## config.mk

```make
export PLATFORM = sky130hd
export DESIGN_NAME = swb_ctrl
export DESIGN_NICKNAME = d
export VERILOG_FILES = /design/src/core/swb_pkg.sv /design/src/core/swb_ctrl.sv
export VERILOG_INCLUDE_DIRS = /design/src /design/src/core
export SDC_FILE = /design/constraint.sdc
export NUM_CORES = 1
export LEC_CHECK = 0
export BUFFER_PORTS_ARGS = -buffer_cell sky130_fd_sc_hd__buf_4
export CORE_MARGIN = 8
export CORE_UTILIZATION = 58
export DETAILED_ROUTE_END_ITERATION = 8
export PLACE_DENSITY = 0.8
export RECOVER_POWER = 100
export SYNTH_ARGS = -nofsm -noshare
export SYNTH_HDL_FRONTEND = slang
export SYNTH_SLANG_ARGS = --single-unit
```

## constraint.sdc

```tcl
create_clock -name clk -period 3.45 [get_ports clk]
set_input_delay 0.345 -clock clk [delete_from_list [all_inputs] [get_ports clk]]
set_output_delay 0.345 -clock clk [all_outputs]
set_load 0.01 [all_outputs]
```

## src/core/swb_defs.svh

```systemverilog
// Timing counts, register offsets, field positions and reset values
`ifndef SWB_DEFS_SVH
`define SWB_DEFS_SVH

// Clock period in ns
`define CLK_PERIOD_NS   100

// Documented times in ns
`define DEB_TIME_NS     2800
`define BC_TIME_NS      52000
`define ENA_TIME_NS     1330000
`define LOW_TIME_NS     6000000
`define MIN_HIGH_NS     1000

// Cycle counts, rounded up to whole cycles
`define DEB_CYCLES      ((`DEB_TIME_NS + `CLK_PERIOD_NS - 1) / `CLK_PERIOD_NS)
`define BC_CYCLES       ((`BC_TIME_NS + `CLK_PERIOD_NS - 1) / `CLK_PERIOD_NS)
`define ENA_CYCLES      ((`ENA_TIME_NS + `CLK_PERIOD_NS - 1) / `CLK_PERIOD_NS)
`define LOW_CYCLES      ((`LOW_TIME_NS + `CLK_PERIOD_NS - 1) / `CLK_PERIOD_NS)
`define MIN_HIGH_CYCLES ((`MIN_HIGH_NS + `CLK_PERIOD_NS - 1) / `CLK_PERIOD_NS)

// Widths
`define CNT_W           20
`define ADDR_W          4
`define DATA_W          32
`define IRQ_W           4

// Register offsets
`define CTRL_OFS        4'h0
`define STATUS_OFS      4'h4
`define IRQ_STAT_OFS    4'h8
`define IRQ_MASK_OFS    4'hC

// Control fields
`define CTRL_INHIBIT    0

// Status fields
`define ST_PATH_EN      0
`define ST_BC_TRIP      1
`define ST_LOW_TRIP     2
`define ST_BUS          3
`define ST_TX           4
`define ST_OVR_DRV      5

// Interrupt fields
`define IRQ_BC_TRIP     0
`define IRQ_LOW_TRIP    1
`define IRQ_REENABLE    2
`define IRQ_OVR_CHG     3

// Reset values
`define CTRL_RST        1'h0
`define IRQ_MASK_RST    4'h0

`endif

```

## src/core/swb_pkg.sv

```systemverilog
// Types of the single-wire bus transceiver control
`include "swb_defs.svh"

package swb_pkg;

	typedef logic [`CNT_W-1:0]  cnt_t;
	typedef logic [`ADDR_W-1:0] addr_t;
	typedef logic [`DATA_W-1:0] data_t;
	typedef logic [`IRQ_W-1:0]  irq_t;

	// Bit-compare supervision states
	typedef enum logic [1:0] {
		BC_ARMED   = 2'b00,
		BC_TRIPPED = 2'b01
	} bc_state_e;

	// Register port request
	typedef struct packed {
		addr_t addr;
		data_t wdata;
		logic  wr;
		logic  rd;
	} reg_req_s;

	// Whole state of the control block
	typedef struct packed {
		logic      released;
		logic      tx_m1;
		logic      tx_s;
		logic      bus_m1;
		logic      bus_s;
		logic      ovd_m1;
		logic      ovd_s;
		logic      ovr_m1;
		logic      ovr_s;
		logic      uv_m1;
		logic      uv_s;
		logic      bus_f;
		cnt_t      deb_cnt;
		logic      rx;
		logic      rx_n;
		logic      tx_prev;
		logic      mis_prev;
		bc_state_e bc_state;
		cnt_t      bc_cnt;
		cnt_t      ena_cnt;
		logic      low_run;
		logic      low_trip;
		cnt_t      low_cnt;
		cnt_t      hi_cnt;
		logic      path_en_q;
		logic      ovd_q;
		logic      bus_oe_n;
		logic      ovr_out;
		logic      ovr_oe_n;
		logic      inhibit;
		irq_t      irq_stat;
		irq_t      irq_mask;
		data_t     rdata;
		logic      irq;
	} state_s;

endpackage

```

## src/core/swb_ctrl.sv

```systemverilog
// Control logic of a single-wire bus transceiver
//
// Design decisions made here: strobed register access and the register addresses.
`timescale 1ns/100ps
`include "swb_defs.svh"

// Operation
// - Enabled path drives transmit level onto bus
// - Receive outputs follow bus, true and inverted
// - Bus level debounced before receive outputs
// - Long transmit/bus mismatch disables bus driver
// - Both high for enable window re-enables
// - Foreign low forces receive until window
// - Each new mismatch restarts compare timer
// - Compare supervision only when override undriven
// - Status pin low enabled, high disabled
// - Driven override pin forces path state
// - Transmit falling edge starts stuck-low timer
// - Stuck low disables transmit unless override driven, receive continues
// - Minimum high pulse resets stuck-low timer
// - Undervoltage never drives a bus low
// - Bus driver released right after reset
// - Compare timeout nominally 52 us
// - Enable window nominally 1.33 ms
// - Stuck-low timeout nominally 6 ms
module swb_ctrl #(
	parameter int unsigned DEB_CYCLES      = `DEB_CYCLES,
	parameter int unsigned BC_CYCLES       = `BC_CYCLES,
	parameter int unsigned ENA_CYCLES      = `ENA_CYCLES,
	parameter int unsigned LOW_CYCLES      = `LOW_CYCLES,
	parameter int unsigned MIN_HIGH_CYCLES = `MIN_HIGH_CYCLES
) (
	input  wire logic             clk,
	input  wire logic             reset_n,
	input  wire logic             host_tx_in,
	output logic                  host_rx_out,
	output logic                  host_rx_out_inverted,
	input  wire logic             bus_line_in,
	output logic                  bus_line_out,
	output logic                  bus_line_oe_n,
	input  wire logic             tx_path_status_override_in,
	output logic                  tx_path_status_override_out,
	output logic                  tx_path_status_override_oe_n,
	input  wire logic             override_ext_driven,
	input  wire logic             supply_low,
	input  wire swb_pkg::reg_req_s reg_req,
	output swb_pkg::data_t        reg_rdata,
	output logic                  irq
);

	////////////////////////////////////////////////////////////////////////
	// Elaboration checks

	localparam longint unsigned CNT_MAX = (64'h1 << `CNT_W) - 64'h1;

	if (DEB_CYCLES < 1 || DEB_CYCLES > CNT_MAX) begin : g_bad_deb
		$error("DEB_CYCLES out of range");
	end
	if (BC_CYCLES < 1 || BC_CYCLES > CNT_MAX) begin : g_bad_bc
		$error("BC_CYCLES out of range");
	end
	if (ENA_CYCLES < 1 || ENA_CYCLES > CNT_MAX) begin : g_bad_ena
		$error("ENA_CYCLES out of range");
	end
	if (LOW_CYCLES < 1 || LOW_CYCLES > CNT_MAX) begin : g_bad_low
		$error("LOW_CYCLES out of range");
	end
	if (MIN_HIGH_CYCLES < 1 || MIN_HIGH_CYCLES > CNT_MAX) begin : g_bad_hi
		$error("MIN_HIGH_CYCLES out of range");
	end

	localparam swb_pkg::cnt_t DEB_LIM = swb_pkg::cnt_t'(DEB_CYCLES);
	localparam swb_pkg::cnt_t BC_LIM  = swb_pkg::cnt_t'(BC_CYCLES);
	localparam swb_pkg::cnt_t ENA_LIM = swb_pkg::cnt_t'(ENA_CYCLES);
	localparam swb_pkg::cnt_t LOW_LIM = swb_pkg::cnt_t'(LOW_CYCLES);
	localparam swb_pkg::cnt_t HI_LIM  = swb_pkg::cnt_t'(MIN_HIGH_CYCLES);
	localparam swb_pkg::cnt_t ONE     = swb_pkg::cnt_t'(1);

	////////////////////////////////////////////////////////////////////////
	// State

	swb_pkg::state_s state_ff;
	swb_pkg::state_s nxt_state;

	logic           ovr_driven;
	logic           path_en;
	logic           mismatch;
	logic           tx_fall;
	swb_pkg::irq_t  irq_event;
	swb_pkg::irq_t  irq_clear;
	swb_pkg::data_t status_word;

	// Path state from override or supervision
	always_comb begin
		ovr_driven = state_ff.ovd_s;
		if (ovr_driven) begin
			path_en = ~state_ff.ovr_s;
		end else begin
			path_en = (state_ff.bc_state == swb_pkg::BC_ARMED) &
			          ~state_ff.low_trip & ~state_ff.inhibit;
		end
		mismatch = state_ff.tx_s ^ state_ff.bus_f;
		tx_fall  = state_ff.tx_prev & ~state_ff.tx_s;
	end

	// Status word as seen by software
	always_comb begin
		status_word                 = '0;
		status_word[`ST_PATH_EN]   = state_ff.path_en_q;
		status_word[`ST_BC_TRIP]   = state_ff.bc_state == swb_pkg::BC_TRIPPED;
		status_word[`ST_LOW_TRIP]  = state_ff.low_trip;
		status_word[`ST_BUS]       = state_ff.bus_f;
		status_word[`ST_TX]        = state_ff.tx_s;
		status_word[`ST_OVR_DRV]   = state_ff.ovd_s;
	end

	////////////////////////////////////////////////////////////////////////
	// Next state

	always_comb begin
		nxt_state          = state_ff;
		irq_event          = '0;
		irq_clear          = '0;
		nxt_state.released = 1'b1;

		nxt_state.tx_m1  = host_tx_in;
		nxt_state.tx_s   = state_ff.tx_m1;
		nxt_state.bus_m1 = bus_line_in;
		nxt_state.bus_s  = state_ff.bus_m1;
		nxt_state.ovd_m1 = override_ext_driven;
		nxt_state.ovd_s  = state_ff.ovd_m1;
		nxt_state.ovr_m1 = tx_path_status_override_in;
		nxt_state.ovr_s  = state_ff.ovr_m1;
		nxt_state.uv_m1  = supply_low;
		nxt_state.uv_s   = state_ff.uv_m1;
		nxt_state.tx_prev = state_ff.tx_s;

		if (state_ff.bus_s != state_ff.bus_f) begin
			if (state_ff.deb_cnt + ONE >= DEB_LIM) begin
				nxt_state.bus_f   = state_ff.bus_s;
				nxt_state.deb_cnt = '0;
			end else begin
				nxt_state.deb_cnt = state_ff.deb_cnt + ONE;
			end
		end else begin
			nxt_state.deb_cnt = '0;
		end

		nxt_state.rx   = state_ff.bus_f;
		nxt_state.rx_n = ~state_ff.bus_f;

		// Bit-compare supervision
		nxt_state.mis_prev = mismatch & path_en;
		case (state_ff.bc_state)
			swb_pkg::BC_ARMED: begin
				nxt_state.ena_cnt = '0;
				if (!ovr_driven && path_en && mismatch) begin
					if (!state_ff.mis_prev) begin
						nxt_state.bc_cnt = ONE;
					end else begin
						nxt_state.bc_cnt = state_ff.bc_cnt + ONE;
					end
					if (state_ff.bc_cnt >= BC_LIM) begin
						nxt_state.bc_state = swb_pkg::BC_TRIPPED;
						nxt_state.bc_cnt   = '0;
						irq_event[`IRQ_BC_TRIP] = 1'b1;
					end
				end else begin
					nxt_state.bc_cnt = '0;
				end
			end
			swb_pkg::BC_TRIPPED: begin
				nxt_state.bc_cnt = '0;
				if (state_ff.tx_s && state_ff.bus_f) begin
					nxt_state.ena_cnt = state_ff.ena_cnt + ONE;
					if (state_ff.ena_cnt + ONE >= ENA_LIM) begin
						nxt_state.bc_state = swb_pkg::BC_ARMED;
						nxt_state.ena_cnt  = '0;
						irq_event[`IRQ_REENABLE] = 1'b1;
					end
				end else begin
					nxt_state.ena_cnt = '0;
				end
			end
			default: begin
				nxt_state.bc_state = swb_pkg::BC_TRIPPED;
				nxt_state.bc_cnt   = '0;
				nxt_state.ena_cnt  = '0;
			end
		endcase

		if (tx_fall) begin
			nxt_state.low_run = 1'b1;
			nxt_state.low_cnt = ONE;
		end else if (state_ff.low_run && !state_ff.tx_s) begin
			if (state_ff.low_cnt >= LOW_LIM) begin
				if (!state_ff.low_trip) begin
					irq_event[`IRQ_LOW_TRIP] = 1'b1;
				end
				nxt_state.low_trip = 1'b1;
			end else begin
				nxt_state.low_cnt = state_ff.low_cnt + ONE;
			end
		end

		if (state_ff.tx_s) begin
			if (state_ff.hi_cnt + ONE >= HI_LIM) begin
				nxt_state.hi_cnt   = HI_LIM;
				nxt_state.low_run  = 1'b0;
				nxt_state.low_cnt  = '0;
				nxt_state.low_trip = 1'b0;
			end else begin
				nxt_state.hi_cnt = state_ff.hi_cnt + ONE;
			end
		end else begin
			nxt_state.hi_cnt = '0;
		end

		// Registered path state, override pin change event
		nxt_state.path_en_q = path_en;
		nxt_state.ovd_q     = ovr_driven;
		if (ovr_driven != state_ff.ovd_q) begin
			irq_event[`IRQ_OVR_CHG] = 1'b1;
		end

		nxt_state.bus_oe_n = ~(state_ff.released & path_en &
		                       ~state_ff.tx_s & ~state_ff.uv_s);

		nxt_state.ovr_out  = ~path_en;
		nxt_state.ovr_oe_n = ovr_driven;

		// Register writes
		if (reg_req.wr) begin
			case (reg_req.addr)
				`CTRL_OFS: begin
					nxt_state.inhibit = reg_req.wdata[`CTRL_INHIBIT];
				end
				`IRQ_STAT_OFS: begin
					irq_clear = reg_req.wdata[`IRQ_W-1:0];
				end
				`IRQ_MASK_OFS: begin
					nxt_state.irq_mask = reg_req.wdata[`IRQ_W-1:0];
				end
				default: begin
				end
			endcase
		end

		// Sticky events, set wins over clear
		nxt_state.irq_stat = (state_ff.irq_stat & ~irq_clear) | irq_event;
		nxt_state.irq      = |(nxt_state.irq_stat & nxt_state.irq_mask);

		// Register reads, data valid one cycle later
		nxt_state.rdata = '0;
		if (reg_req.rd) begin
			case (reg_req.addr)
				`CTRL_OFS: begin
					nxt_state.rdata[`CTRL_INHIBIT] = state_ff.inhibit;
				end
				`STATUS_OFS: begin
					nxt_state.rdata = status_word;
				end
				`IRQ_STAT_OFS: begin
					nxt_state.rdata[`IRQ_W-1:0] = state_ff.irq_stat;
				end
				`IRQ_MASK_OFS: begin
					nxt_state.rdata[`IRQ_W-1:0] = state_ff.irq_mask;
				end
				default: begin
					nxt_state.rdata = '0;
				end
			endcase
		end
	end

	////////////////////////////////////////////////////////////////////////
	// State register

	always_ff @(posedge clk or negedge reset_n) begin
		if (!reset_n) begin
			state_ff          <= '0;
			state_ff.tx_m1    <= 1'b1;
			state_ff.tx_s     <= 1'b1;
			state_ff.tx_prev  <= 1'b1;
			state_ff.bus_m1   <= 1'b1;
			state_ff.bus_s    <= 1'b1;
			state_ff.bus_f    <= 1'b1;
			state_ff.rx       <= 1'b1;
			state_ff.rx_n     <= 1'b0;
			state_ff.bc_state <= swb_pkg::BC_ARMED;
			state_ff.bus_oe_n <= 1'b1;
			state_ff.ovr_out  <= 1'b0;
			state_ff.ovr_oe_n <= 1'b1;
			state_ff.inhibit  <= `CTRL_RST;
			state_ff.irq_mask <= `IRQ_MASK_RST;
		end else begin
			state_ff <= nxt_state;
		end
	end

	////////////////////////////////////////////////////////////////////////
	// Outputs

	// Open-drain bus: data is always low, enable carries the bit
	assign bus_line_out                 = 1'b0;
	assign bus_line_oe_n                = state_ff.bus_oe_n;
	assign host_rx_out                  = state_ff.rx;
	assign host_rx_out_inverted         = state_ff.rx_n;
	assign tx_path_status_override_out  = state_ff.ovr_out;
	assign tx_path_status_override_oe_n = state_ff.ovr_oe_n;
	assign reg_rdata                    = state_ff.rdata;
	assign irq                          = state_ff.irq;

endmodule

```

== After elaboration in Yosys (flattened, before gate mapping) ==
Cells that the tools add are included.
Widths: inputs -> output; s select.

* Flip-flop bits (word level): 167
* Logic and storage cells: 127
* Bits of input ports: 45
* Output and inout bits: 39

* Equality and inequality tests: 10
* Muxes and demuxes: 41
* Bitwise logic cells: 20
* Magnitude comparators: 5
* Reductions and logical operators: 12
* Add/sub/neg operators: 5

{| class="wikitable"
|+ Operator list
! kind !! count
|-
| $mux 20 || 10
|-
| $add 20x1->20 const B || 5
|-
| $pmux 42 s2 || 1
|-
| $mux 22 || 3
|-
| $mux 21 || 1
|-
| $ge 20x10->1 const B || 1
|-
| $ge 20x14->1 const B || 1
|-
| $ge 20x16->1 const B || 1
|-
| $ge 20x4->1 const B || 1
|-
| $ge 20x5->1 const B || 1
|-
| $mux 4 || 4
|-
| $mux 1 || 15
|-
| $pmux 3 s3 || 1
|-
| $and 4x4->4 || 2
|-
| $eq 4x4->1 const B || 2
|-
| $mux 2 || 4
|-
| $ne 2x1->1 const B || 4
|-
| $not 1->1 || 8
|-
| $and 1x1->1 || 7
|-
| $mux 6 || 1
|-
| $eq 4x3->1 const B || 1
|-
| $logic_and 1x1->1 || 4
|-
| $logic_not 4->1 || 1
|-
| $not 4->4 || 1
|-
| 10 further kinds || 13
|}

== Depth between registers and ports, before layout ==
* Depth after elaboration: 11
* Gate-level depth with buffers: 12
* Depth with buffers taken out: 9

== Worst setup path before layout ==
OpenSTA, ideal clock, no wires.

* Path kind: register to register
* From: register state_ff[47] (netlist name)
* To: register state_ff[82] (netlist name)
* Period minus slack after synthesis: 2.628 ns
* Setup time: 0.071 ns
* Required time: 3.379 ns
* Data arrival time: 2.558 ns
* Path buffers: 1
* Stages on the path, launching flop included: 10
* Slack: 0.822 ns
* Cells stage by stage: dfrtp_1 > ha_1 > nand4_1 > or4_1 > nor4_1 > a31oi_1 > nor4b_4 > a21oi_4 > buf_6 > nor2_2

{| class="wikitable"
|+ RTL lines
! what !! RTL line !! text
|-
| start, declared || swb_ctrl.sv:82 || <nowiki>swb_pkg::state_s state_ff;</nowiki>
|-
| start signal, assigned || swb_ctrl.sv:297 || <nowiki>state_ff <= nxt_state;</nowiki>
|}

==> results.yml <==
synthesis:
  post_synth_xor_area_fraction_pct: 6.693
  ys_async_sr_fraction_pct: 100.0
  synthFlopType: "dfrtp_1"
  synth_top_family_by_area: "simple AND/OR/NAND/NOR gates"
  yosysUniqueCellTypes: 65
  synth.area.mux_share_pct: 2.380
  syn_inst: 599
  synthAdderAreaFrac_pct: 1.756
  synth.avg_cell_area_sq_um: 10.71
  ys_ff_latch: 140
  ys_seq_area_share_pct: 54.81
  synth_edf_count: 0
  synth_simple_gate_area_share_pct: 21.17
  syn_area_sq_mm: 0.006412
  ys_warn_count: 0
  synth-compound-area-share_pct: 6.849
setup_path:
  cp-start-kind: "register"
  r2r_cells: 9
  path_class: "reg -> reg"
  cp-end-kind: "register"
  cp.arrival_ns: 3.47
  critPathRequiredTime_ns: 3.90
  crit_fanout: 8
outcome:
  violations: "capacitance limit, slew limit"
  status: "complete, but fails checks"
grt:
  met2_usage_pct: 28.77
  grtUsageMet1_pct: 20.01
  grt_pass1_wl_um: 20030
  grt_start_max_net_pins: 96
  grt_pass1_vias: 4356
  antenna_found_initial: 0
  overflow: 0
  grt_use_total_pct: 17.04
  grt-busiest-layer: "met2"
  use_met3_pct: 4.560
final_layout:
  fill_cells: 763
  final_cell_mix: "dfrtp_1 (131), conb_1 (75), nor2_1 (73)"
  nets: 732
  layout_commonest_cell: "dfrtp_1"
  multi_input_area_sq_mm: 0.002766
  ff_latch_area_sq_mm: 0.003515
  fin_cells: 831
  area_delta_synth_final_pct: 15.75
  diodes: 0
  finish.instance_area_sq_mm: 0.007422
  drive_above_1_share_pct: 12.01
routing:
  drtPass1Iterations: 5
  drt_iter0_drc: 287
  dr_total_vias: 4477
  viasPerCell: 5.387
  wl_um: 12020
  detail-route-antenna-nets: 0
  routedWlPerCell_um: 14.46
  drcViolationCount: 0
pwr:
  power_density_mw_per_mm2: 541.3
  leakagePower_nw: 3.232
  peakVddDrop_v: 0.0003371
die:
  core_sq_mm: 0.01079
  io_pins: 84
  start_util_pct: 59.41
  die_w_um: 121.1
  die_h_um: 121.1
  design.die.area_sq_mm: 0.01468
  row_count: 38
clock_network:
  clockBufferDepth: 2
  numCtsBuffers: 17
  clkLatencyLatePin_ns: 0.52
  cts_tree: "built"
  clockRootBuffer: "clkbuf_8"
  cts.sinks: 140
  clkTransAtPathRegs_ns: 0.06
  cts_setup_buffers: 0
  cts_htree_levels: 4
sta:
  rsz0062_at_grt: "no"
  worstMarginPinSlew_ns: 2.230
  finalHoldViolCount: 0
  skew_ns: 0.005176
  fmax_mhz: 331.5
  finalMaxSlewViolations: 96
  fin_tns_setup_ns: 0
  relSlewSlack_pct: -48.68
  setup_viol: 0
  period_minus_slack_ns: 3.017
  finalCritPeriodShare_pct: 87.44
hold_path:
  hold_class: "in -> reg"
  min_path_cells: 2
placed_design:
  io_buffers: 28
  gp_congestion: 0.8478
  placedInstanceArea_sq_mm: 0.006759
  placedCellCount: 793
  dp_hpwl_um: 8032
flow_run:
  drv_cap: 1
-- sequential cells by signal, indices dropped and copies added, names as in the netlist --
name and count:
host_rx_out_inverted 1, host_rx_out 1, tx_path_status_override_oe_n 1, reg_rdata 6
tx_path_status_override_out 1, ovr_driven 1, irq 1, bus_line_oe_n 1
nxt_state 7, state_ff 120
-- final cells by class --
class                           count  area share [%]
Clock buffer                       19           5.816
Clock inverter                     13           3.203
Inverter                           16          0.8092
Multi-Input combinational cell    466           37.27
Sequential cell                   140           47.35
Tap cell                          140           2.360
Timing Repair Buffer               37           3.186
-- worst paths after layout --
kind | startpoint | end | slack (ns)
max | state_ff[47] | state_ff[49] | 0.43
min | reg_req[3] | state_ff[34] | 0.08
max reg2reg | state_ff[47] | state_ff[49] | 0.43
min reg2reg | nxt_state[160] | ovr_driven | 0.35
max in group asynchronous | reset_n | state_ff[37] | 0.85
min in group asynchronous | reset_n | state_ff[97] | 1.04
-- report_power, final --
part	total, W	leakage, nW	internal (W)	switching [W]
Sequential	0.00178	1.75	0.00172	0.0000561
Combinational	0.000217	1.17	0.0000817	0.000135
Clock	0.00202	0.315	0.00135	0.000674
-- routing by layer --
| layer | vias up | routed length, um |
|---|---|---|
| met5 | - | 0 |
| met4 | 0 | 211 |
| met3 | 18 | 875 |
| met2 | 142 | 5933 |
| met1 | 2173 | 4998 |
| li1 | 2144 | - |
-- synth_stat cells (9+ instances only) --
master	n	area (sq um)
inv_1	16	60.06
nand3_1	31	155.2
dfstp_2	9	236.5
buf_4	35	262.8
nor4_1	9	56.30
and3_1	10	62.56
xor2_1	28	245.2
a21oi_1	17	85.08
dfrtp_1	131	3278
nor2_2	10	62.56
nor2_1	71	266.5
nand2_1	46	172.7
ha_1	9	112.6
and4_1	9	78.83
buf_2	9	45.04
nor3_1	12	60.06
nand4_1	19	118.9
xnor2_1	21	183.9
-- worst max-delay path, stage by stage, from the launching register on --
cell,delay [ns]
dfrtp_1,0.49
ha_1,0.35
nand4_1,0.19
or4_1,0.56
nor4_1,0.32
a31oi_1,0.13
nor4b_4,0.42
clkbuf_1,0.25
nand2_1,0.11
nor2_1,0.12
-- logic make-up after synthesis --
group / Yosys count
fa+ha+maj: 9
buf+inv: 66
xor+xnor: 49
other cells: 2
mux: 13
compound gates: 62
flops: 140
simple gates: 258
-- repair_timing --
action	CTS	global route
resized for setup	0	0
hold buffers	6	0
hold endpoints to repair	93	0
-- stage by stage --
stage | utilization (%) | setup slack (ns) | hold WS, ns | total power (W)
3_3_place_gp | 62.62 | 0.6474 | 0.3348 | 0.002013
3_5_place_dp | 62.62 | 0.5605 | 0.3402 | 0.002025
2_1_floorplan | - | 0.8217 | 0.04941 | 0.001949
6_report | 68.77 | 0.4332 | 0.08254 | 0.004017
5_1_grt | 68.77 | 0.2915 | 0.06497 | 0.004158
4_1_cts | 69.38 | 0.5202 | 0.05323 | 0.004063
Note: power is estimated with default switching activity, not from simulation.
